<file path="src/temp_readout_pkg.sv">
// Package with constants and types for the remote temperature readout block
package temp_readout_pkg;

  // Conversion timing
  localparam int unsigned CLK_HZ          = 20_000_000;
  localparam int unsigned PERIOD_FAST_MS  = 500;
  localparam int unsigned PERIOD_SLOW_MS  = 8000;
  localparam int unsigned CONV_TIME_MS    = 320;
  localparam int unsigned PERIOD_FAST_CYC = (CLK_HZ / 1000) * PERIOD_FAST_MS;
  localparam int unsigned PERIOD_SLOW_CYC = (CLK_HZ / 1000) * PERIOD_SLOW_MS;
  localparam int unsigned CONV_TIME_CYC   = (CLK_HZ / 1000) * CONV_TIME_MS;
  localparam int unsigned TIMER_W         = 28;

  // Frame layout
  localparam int unsigned FRAME_BITS   = 16;
  localparam int unsigned TEMP_BITS    = 13;
  localparam int unsigned BIT_CNT_W    = 5;
  localparam logic [4:0]  BIT_LOW_IDX  = 5'h02;
  localparam logic [4:0]  BIT_HIZ_IDX  = 5'h01;
  localparam logic [12:0] TEMP_RESET   = 13'h0000;
  localparam logic [12:0] TEMP_MAX     = 13'h0910;

  // Serial pin bundle towards the master
  typedef struct packed {
    logic data;
    logic oe_n;
  } sdo_t;

  // Result handed from the sequencer to the shifter
  typedef struct packed {
    logic        valid;
    logic [12:0] temp;
  } result_t;

  typedef enum logic [1:0] {
    CONV_IDLE,
    CONV_RUN,
    CONV_WAIT
  } conv_state_t;

endpackage

</file>
<file path="src/pin_sync.sv">
// Two-flop synchroniser with edge detection on the second stage
`timescale 1ns/1ns
module pin_sync
  import temp_readout_pkg::*;
#(
  parameter logic RESET_VAL = 1'b0
) (
  input  wire logic i_clk_sys,
  input  wire logic i_resetn,
  input  wire logic i_pin,
  output logic      o_level,
  output logic      o_rise,
  output logic      o_fall
);

  logic meta;
  logic stable;
  logic last;

  // First flop feeds only the second one
  always_ff @(posedge i_clk_sys or negedge i_resetn) begin
    if (!i_resetn) begin
      meta   <= RESET_VAL;
      stable <= RESET_VAL;
      last   <= RESET_VAL;
    end else begin
      meta   <= i_pin;
      stable <= meta;
      last   <= stable;
    end
  end

  assign o_level = stable;
  assign o_rise  = stable & ~last;
  assign o_fall  = ~stable & last;

endmodule

</file>
<file path="src/temp_shifter.sv">
// Output shift register that serialises one 16-bit temperature frame
`timescale 1ns/1ns
module temp_shifter
  import temp_readout_pkg::*;
(
  input  wire logic        i_clk_sys,
  input  wire logic        i_resetn,
  input  wire logic        i_load,
  input  wire logic        i_release,
  input  wire logic        i_sck_fall,
  input  wire logic [12:0] i_temp,
  output sdo_t             o_sdo
);

  logic [FRAME_BITS-1:0] shreg;
  logic [BIT_CNT_W-1:0]  bits_left;
  logic                  active;

  // Load on select fall, shift on each clock fall, float on select rise
  always_ff @(posedge i_clk_sys or negedge i_resetn) begin
    if (!i_resetn) begin
      shreg     <= '0;
      bits_left <= '0;
      active    <= 1'b0;
    end else if (i_release) begin
      active    <= 1'b0;
      bits_left <= '0;
    end else if (i_load) begin
      shreg     <= {i_temp, 3'h0};
      bits_left <= BIT_CNT_W'(FRAME_BITS);
      active    <= 1'b1;
    end else if (active && i_sck_fall && bits_left != '0) begin
      shreg     <= {shreg[FRAME_BITS-2:0], 1'b0};
      bits_left <= bits_left - 5'h01;
    end
  end

  // Bit index of the bit now on the line is bits_left minus one
  always_ff @(posedge i_clk_sys or negedge i_resetn) begin
    if (!i_resetn) begin
      o_sdo <= '{data: 1'b0, oe_n: 1'b1};
    end else begin
      o_sdo.data <= shreg[FRAME_BITS-1];
      // Last two bits and idle time float; hi-Z once 16 bits have passed too
      o_sdo.oe_n <= ~(active && (bits_left > BIT_LOW_IDX));
    end
  end

endmodule

</file>
<file path="src/temp_readout.sv">
// Conversion sequencer and serial readout of a remote-diode temperature sensor
// Function
// - Free-running conversions start every 0.5 s (fast) or 8 s (slow).
// - Reads always return the last completed result, never a partial one.
// - Falling chip select aborts any conversion in progress.
// - Rising chip select resets the serial interface and starts a conversion.
// - Chip select low means idle: no conversion, serial readout still works.
// - During reset the interface is off and result holds 0 degrees.
// - Falling chip select copies the result into the shift register.
// - Frame goes out MSB first, advancing on each serial clock fall.
// - A frame is 16 serial clocks carrying D15 down to D0.
// - D15 to D3 hold a 13-bit two's-complement value, 0.0625 degree LSB.
// - D2 is driven low; D1 and D0 are high impedance.
// - Encoding covers up to +145 degrees without overflow.
// - Data output enabled after select falls, floats after select rises.
`timescale 1ns/1ns
module temp_readout
  import temp_readout_pkg::*;
#(
  parameter bit          FAST_VARIANT = 1'b1,
  parameter int unsigned PERIOD_FAST  = PERIOD_FAST_CYC,
  parameter int unsigned PERIOD_SLOW  = PERIOD_SLOW_CYC,
  parameter int unsigned CONV_TIME    = CONV_TIME_CYC
) (
  input  wire logic        i_clk_sys,
  input  wire logic        i_resetn,
  input  wire logic        i_cs_n,
  input  wire logic        i_sck,
  input  wire logic [12:0] i_adc_temp,
  output logic             o_sdo,
  output logic             o_sdo_oe_n,
  output logic             o_converting
);

  localparam logic [TIMER_W-1:0] PERIOD = FAST_VARIANT ? TIMER_W'(PERIOD_FAST) : TIMER_W'(PERIOD_SLOW);
  localparam logic [TIMER_W-1:0] CONV   = TIMER_W'(CONV_TIME);

  logic              cs_level;
  logic              cs_rise;
  logic              cs_fall;
  logic              sck_fall;
  conv_state_t       state;
  logic [TIMER_W-1:0] timer;
  logic [12:0]       result;
  sdo_t              sdo;

  // Select idles high so reset release looks like a deselected bus
  pin_sync #(
    .RESET_VAL (1'b1)
  ) u_cs_sync (
    .i_clk_sys (i_clk_sys),
    .i_resetn  (i_resetn),
    .i_pin     (i_cs_n),
    .o_level   (cs_level),
    .o_rise    (cs_rise),
    .o_fall    (cs_fall)
  );

  // Serial clock is only sampled; 400 ns link period gives 8 samples per cycle
  // Only the falling edge matters here: the master samples late in the high phase
  pin_sync #(
    .RESET_VAL (1'b0)
  ) u_sck_sync (
    .i_clk_sys (i_clk_sys),
    .i_resetn  (i_resetn),
    .i_pin     (i_sck),
    .o_level   (),
    .o_rise    (),
    .o_fall    (sck_fall)
  );

  // Conversion sequencer: run phase then wait for the rest of the period
  always_ff @(posedge i_clk_sys or negedge i_resetn) begin
    if (!i_resetn) begin
      state <= CONV_RUN;
      timer <= '0;
    end else if (cs_fall) begin
      state <= CONV_IDLE;
      timer <= '0;
    end else if (cs_rise) begin
      state <= CONV_RUN;
      timer <= '0;
    end else begin
      unique case (state)
        CONV_IDLE: begin
          timer <= '0;
        end
        CONV_RUN: begin
          // Completion needs the full conversion time with select high
          if (timer >= CONV - 1'b1) begin
            state <= CONV_WAIT;
          end
          timer <= timer + 1'b1;
        end
        CONV_WAIT: begin
          // Period restarts from the start of the previous conversion
          if (timer >= PERIOD - 1'b1) begin
            state <= CONV_RUN;
            timer <= '0;
          end else begin
            timer <= timer + 1'b1;
          end
        end
      endcase
    end
  end

  // Result updates only on completion, so a read never sees a partial value
  always_ff @(posedge i_clk_sys or negedge i_resetn) begin
    if (!i_resetn) begin
      result <= TEMP_RESET;
    end else if (state == CONV_RUN && timer >= CONV - 1'b1 && !cs_fall && !cs_rise) begin
      // 13-bit signed field holds +145 degrees (0x910) with room to spare
      result <= i_adc_temp;
    end
  end

  // Status of the converter for power control outside
  always_ff @(posedge i_clk_sys or negedge i_resetn) begin
    if (!i_resetn) begin
      o_converting <= 1'b0;
    end else begin
      o_converting <= (state == CONV_RUN) && cs_level;
    end
  end

  // Frame load on select fall, interface reset on select rise; no data input
  temp_shifter u_shifter (
    .i_clk_sys  (i_clk_sys),
    .i_resetn   (i_resetn),
    .i_load     (cs_fall),
    .i_release  (cs_rise),
    .i_sck_fall (sck_fall),
    .i_temp     (result),
    .o_sdo      (sdo)
  );

  // Registered copy to the pins
  always_ff @(posedge i_clk_sys or negedge i_resetn) begin
    if (!i_resetn) begin
      o_sdo      <= 1'b0;
      o_sdo_oe_n <= 1'b1;
    end else begin
      o_sdo      <= sdo.data;
      o_sdo_oe_n <= sdo.oe_n;
    end
  end

endmodule

</file>
<file path="config.mk">
export PLATFORM = sky130hd
export DESIGN_NAME = temp_readout
export DESIGN_NICKNAME = d
export VERILOG_FILES = /design/src/temp_readout_pkg.sv /design/src/pin_sync.sv /design/src/temp_shifter.sv /design/src/temp_readout.sv
export SDC_FILE = /design/constraint.sdc
export NUM_CORES = 1
export LEC_CHECK = 0
export BUFFER_PORTS_ARGS = -buffer_cell sky130_fd_sc_hd__buf_4
export CAP_MARGIN = 30
export CORE_MARGIN = 8
export CORE_UTILIZATION = 35
export CTS_CLUSTER_DIAMETER = 40
export DETAILED_ROUTE_END_ITERATION = 8
export PLACE_DENSITY = 0.51
export SKIP_CTS_REPAIR_TIMING = 1
export SLEW_MARGIN = 15
export SYNTH_ARGS = -nofsm -noshare
export SYNTH_HDL_FRONTEND = slang
export SYNTH_SLANG_ARGS = --single-unit
</file>
<file path="constraint.sdc">
create_clock -name i_clk_sys -period 6.3 [get_ports i_clk_sys]
set_input_delay 0.315 -clock i_clk_sys [delete_from_list [all_inputs] [get_ports i_clk_sys]]
set_output_delay 0.315 -clock i_clk_sys [all_outputs]
set_load 0.03 [all_outputs]
</file>
# After elaboration in Yosys (flattened, before gate mapping)
# Index checks and enable logic that the tools add are counted.
# word_totals
ff_bits	76
inputBits	17
output_inout_bits	3
wordCells	67
# op_classes
add_sub_neg	2
n_lt_le_gt_ge	3
n_eq_ne	4
muxes	16
n_bitwise	8
n_reduce_logical	17
# ops
cell	n
2-to-1 mux 28 bit	3
one-hot mux 28 bit (3 select lines)	1
2-to-1 mux 16 bit	2
adder 28 x 1 -> 28 bit, second input constant	1
greater-or-equal comparator 28 x 23 -> 1 bit, second input constant	1
greater-or-equal comparator 28 x 24 -> 1 bit, second input constant	1
2-to-1 mux 5 bit	3
2-to-1 mux 2 bit	4
logical AND 1 bit	7
greater-than comparator 5 x 2 -> 1 bit, second input constant	1
inverter 1 bit	5
nonzero test 5 bit	1
subtractor 5 x 1 -> 5 bit, second input constant	1
inequality test 4 x 3 -> 1 bit, second input constant	1
inequality test 4 bit, second input constant	1
one-hot mux 2 bit (2 select lines)	1
nonzero test 2 bit	2
nonzero test 4 bit	1
AND 1 bit	3
AND reduction 3 bit	1
nonzero test 3 bit	1
== test 2 x 1 -> 1 bit, second input constant	1
== test 2 bit, second input constant	1
zero test 1 bit	2
other kinds (3)	4

# Depth between registers and ports, before layout
# logic_depth
word_depth	7
ltp_mapped	9

# Hierarchy
# From an unflattened synthesis, not the netlist that was laid out.
# hier_totals
hier_cells	336
hier_area_um2	3548.4
# by_module_without_submodules
mod	instances	cells_each	area_per_inst_um2
temp_readout	1	208	2229.6
temp_shifter	1	118	1134.8
pin_sync at u_cs_sync	1	5	93.8
pin_sync at u_sck_sync	1	5	90.1

# Worst setup path after synthesis
# OpenSTA, ideal clock, no wires.
# synth_path
path_kind	flip-flop to flip-flop
from	register timer[0]
to	register state[1]
setup_time_ns	0.125
arrival_ns	1.937
setup_slack_ns	4.238
stages_incl_launch_ff	9
path_buffers	1
path_cell_list	dfrtp_1 -> ha_1 -> and3_1 -> buf_4 -> a2111oi_2 -> nor4_2 -> nor2_2 -> o31ai_4 -> mux2_4
# synth_via
elab_chain_len	3
# synth_lines
item	line	source
start: declaration	temp_readout.sv:43	logic [TIMER_W-1:0] timer;
start signal: assignment	temp_readout.sv:93	timer <= timer + 1'b1;
start signal: assignment	temp_readout.sv:101	timer <= timer + 1'b1;
greater-or-equal comparator 28 x 23 -> 1 bit / greater-or-equal comparator 28 x 24 -> 1 bit (equally long branches)	temp_readout.sv:90, temp_readout.sv:97	
inequality test 4 x 3 -> 1 bit (no source line) / inequality test 4 bit (equally long branches)	-	
AND reduction 3 bit (no source line) (*)	-	
end signal: assignment	temp_readout.sv:81	state <= CONV_RUN;
end signal: assignment	temp_readout.sv:91	state <= CONV_WAIT;
end signal: assignment	temp_readout.sv:98	state <= CONV_RUN;
end: declaration	temp_readout.sv:42	conv_state_t state;
# Every way passes the cells marked *; elsewhere a longest branch is shown, timed or not.
# A chain may end at the register's enable or synchronous reset.

# Final worst setup path
# layout_path
from	register u_cs_sync.last
to	register result[6]
# layout_via
elab_chain_len	4
# layout_lines
item	line	source
start: declaration	pin_sync.sv:18	logic last;
start signal: assignment	pin_sync.sv:29	last <= stable;
AND 1 bit / inverter 1 bit (equally long branches)	pin_sync.sv:35, pin_sync.sv:34	
zero test 1 bit / AND 1 bit (equally long branches)	temp_readout.sv:112, pin_sync.sv:34	
logical AND 1 bit / zero test 1 bit (equally long branches)	temp_readout.sv:112	end else if (state == CONV_RUN && timer >= CONV - 1'b1 && !cs_fall && !cs_rise) begin
logical AND 1 bit (*)	temp_readout.sv:112	
end signal: assignment	temp_readout.sv:114	result <= i_adc_temp;
end: declaration	temp_readout.sv:44	logic [12:0] result;
# Marks and branches as above.

==> flow_summary.toml <==
[detailed_routing]
vias_per_cell = 4.69
totalWireLength_mm = 6.24
firstDrtPassIters = 4
postRouteAntennaNets = 0
wl_per_cell_um = 13.1
drc = 0
dr_total_vias = 2243
first_iter_violations = 53

[floorplan]
die_x_um = 115
die-area_sq_mm = 0.0133
start_util_pct = 35.6
boundaryPins = 20
fp.dieH_um = 115
rows = 36
core_sq_mm = 0.00968

[worst_hold_path]
holdPathStages = 1
hold_path.class = "in2reg"
hold_start = "i_cs_n"
whs_endpoint = "u_cs_sync.meta"

[synth]
yosys_warnings = 0
synthCells = 320
synth_area_sq_mm = 0.00345
seq_area_frac_synth_pct = 53.2
yosys-top-cells-count = "67 x dfrtp_1, 57 x nor2_1, 19 x nand2_1, 17 x a21oi_1, 16 x xor2_1"
syn-num-nets = 345
synth_top_area_cell = "dfrtp_1"
synth-main-ff-cell = "dfrtp_1"
synth_top_area_share_pct = 48.7
ys_ff_latch = 73
synth_cell_types = 49
synthArstFlopShare_pct = 100
synth_edf_count = 0
synth_top_cells_by_area = "dfrtp_1 49%, nor2_1 6.2%, dfstp_2 4.6%"
synth_area_per_cell_sq_um = 10.8
synth_most_common_cell = "dfrtp_1"

[critical_path]
critPathMaxFanout = 18
r2r_end = "result[6]"
worstSetupPathType = "reg2reg"
worst_setup_path_end_kind = "flip-flop"
r2r_slack_ns = 4.00
rr_startpoint = "u_cs_sync.last"
rr_worst_depth = 4
start_kind = "flip-flop"
required_ns = 6.54
crit_arrival_ns = 2.54

[cts]
clkSinkCount = 73
tritoncts = "built"
h-tree-depth = 3
cts.path.max_buffers = 2
worstSkewPairLatency_ns = 0.35
clk_pin_slew_ns = 0.09
root_buffer = "clkbuf_8"
cts_inserted_buffers = 9

[sta]
rsz0062_at_grt = "no"
hold_viol = 0
slew_viol_final = 0
finalSetupViolations = 0
finalCritPeriodShare_pct = 36.5
final.min_clock_period_ns = 2.30
max_freq_mhz = 435
worstMarginPinSlew_ns = 0.913
fin_tns_setup_ns = 0
slew_headroom_pct = 39.2
skew_ns = 0.0134

[global_route]
grt_antenna_before_repair = 0
track_usage_pct = 10.5
grt_pass1_wl_mm = 11.0
grt_max_degree = 74
grt_pass1_vias = 2291
grt_overflow = 0

[place]
hpwlAfterDp_mm = 4.10
place_congestion = 0.777
io_buffers = 19

[final_layout]
fin_nets = 365
final_util_pct = 40.5
layout-drive-gt1-share_pct = 20.3
diodes = 0
syn2layout_area_growth_pct = 13.7

[run_status]
outcome = "finished, final reports clean"

[power_and_ir_drop]
p_leak_nw = 1.65
peakVddDrop_mv = 0.135
pwr_density_cell_mw_per_mm2 = 320
total_power_mw = 1.25

[flow_run]
cap_viol_max_count = 0
==> flip-flops by register name, indices dropped and copies added, names as in the netlist, 2 cells and up <==
register	flops
timer	28
result	13
u_shifter.shreg	13
u_shifter.bits_left	5
state	2
u_shifter.o_sdo	2
==> worst max-delay path by stage <==
stage	end	from	cells after the start	slack [ns]
floorplan	state[1]	timer[0]	8	4.24
CTS	timer[24]	timer[0]	7	3.95
global route	timer[2]	timer[25]	6	3.69
detailed placement	timer[11]	timer[0]	7	3.98
global placement	result[12]	u_cs_sync.last	4	3.96
finish	result[6]	u_cs_sync.last	4	4.00
==> metrics by stage <==
stage / instances / instance area [sq um] / hold slack, ns / worst slack [ns]
2_1_floorplan: 320 / 3450 / 0.0194 / 4.24
3_3_place_gp: 460 / 3670 / 0.337 / 3.96
3_5_place_dp: 460 / 3670 / 0.343 / 3.98
4_1_cts: 476 / 3880 / 0.0569 / 3.95
5_1_grt: 478 / 3920 / 0.0637 / 3.69
6_report: 478 / 3920 / 0.0726 / 4.00
==> per-layer routing <==
| metal | vias up | GRT usage [%] | share of wire [%] |
|---|---|---|---|
| met5 | - | 0 | 0 |
| met4 | 0 | 4.99 | 2.0 |
| met3 | 10 | 2.42 | 2.9 |
| met2 | 24 | 16.4 | 44 |
| met1 | 1085 | 13.6 | 51 |
| li1 | 1124 | - | - |
==> kinds of logic (layout without fill, tap and decap cells) <==
group | count (synthesis) | in the layout | synth area share (%)
adder cells (fa/ha/maj) | 8 | 8 | 2.90
flip-flops | 73 | 73 | 53.2
buffers and inverters | 23 | 48 | 3.67
XOR/XNOR | 26 | 26 | 6.61
AND/OR/NAND/NOR | 128 | 128 | 18.6
AO/OA/AOI/OAI | 35 | 35 | 6.54
multiplexers | 27 | 27 | 8.46
==> critical path, stage by stage (launching register included) <==
cell and delay (ns):
dfstp_2 0.54, ha_1 0.75, nor2_1 0.18, nand3_2 0.35
mux2_2 0.38
==> final cells by class <==
class / count / area (sq um)
tap: 133 / 166
inverter: 10 / 37.5
clock inverter: 7 / 83.8
sequential: 73 / 1830
timing repair buffer: 22 / 188
fill: 982 / 5770
clock buffer: 9 / 124
multi-input combinational: 224 / 1490
==> where the power goes <==
part / internal (mW) / switching [mW] / total, mW
clock network: 0.191 / 0.201 / 0.392
registers: 0.551 / 0.0468 / 0.598
logic: 0.109 / 0.154 / 0.262
==> cell usage in the layout, fill, tap and decap left out, drive strengths merged, types with 2 or more instances in the layout <==
cell,synthesis,routed
dfstp,6,6
mux2i,13,13
and4,4,4
a21oi,17,17
xor2,16,16
nor3,7,7
o21ai,11,11
nand4,7,7
buf,8,21
ha,8,8
and3,4,4
clkbuf,5,9
dfrtp,67,67
nor2,59,59
and2,3,3
inv,10,14
nand2,20,20
nor4,3,3
nand3,10,10
or3,2,2
or2,2,2
nand2b,2,2
xnor2,10,10
o31ai,2,2
mux2,14,14
No activity file was read; power rests on OpenSTA's default activity.
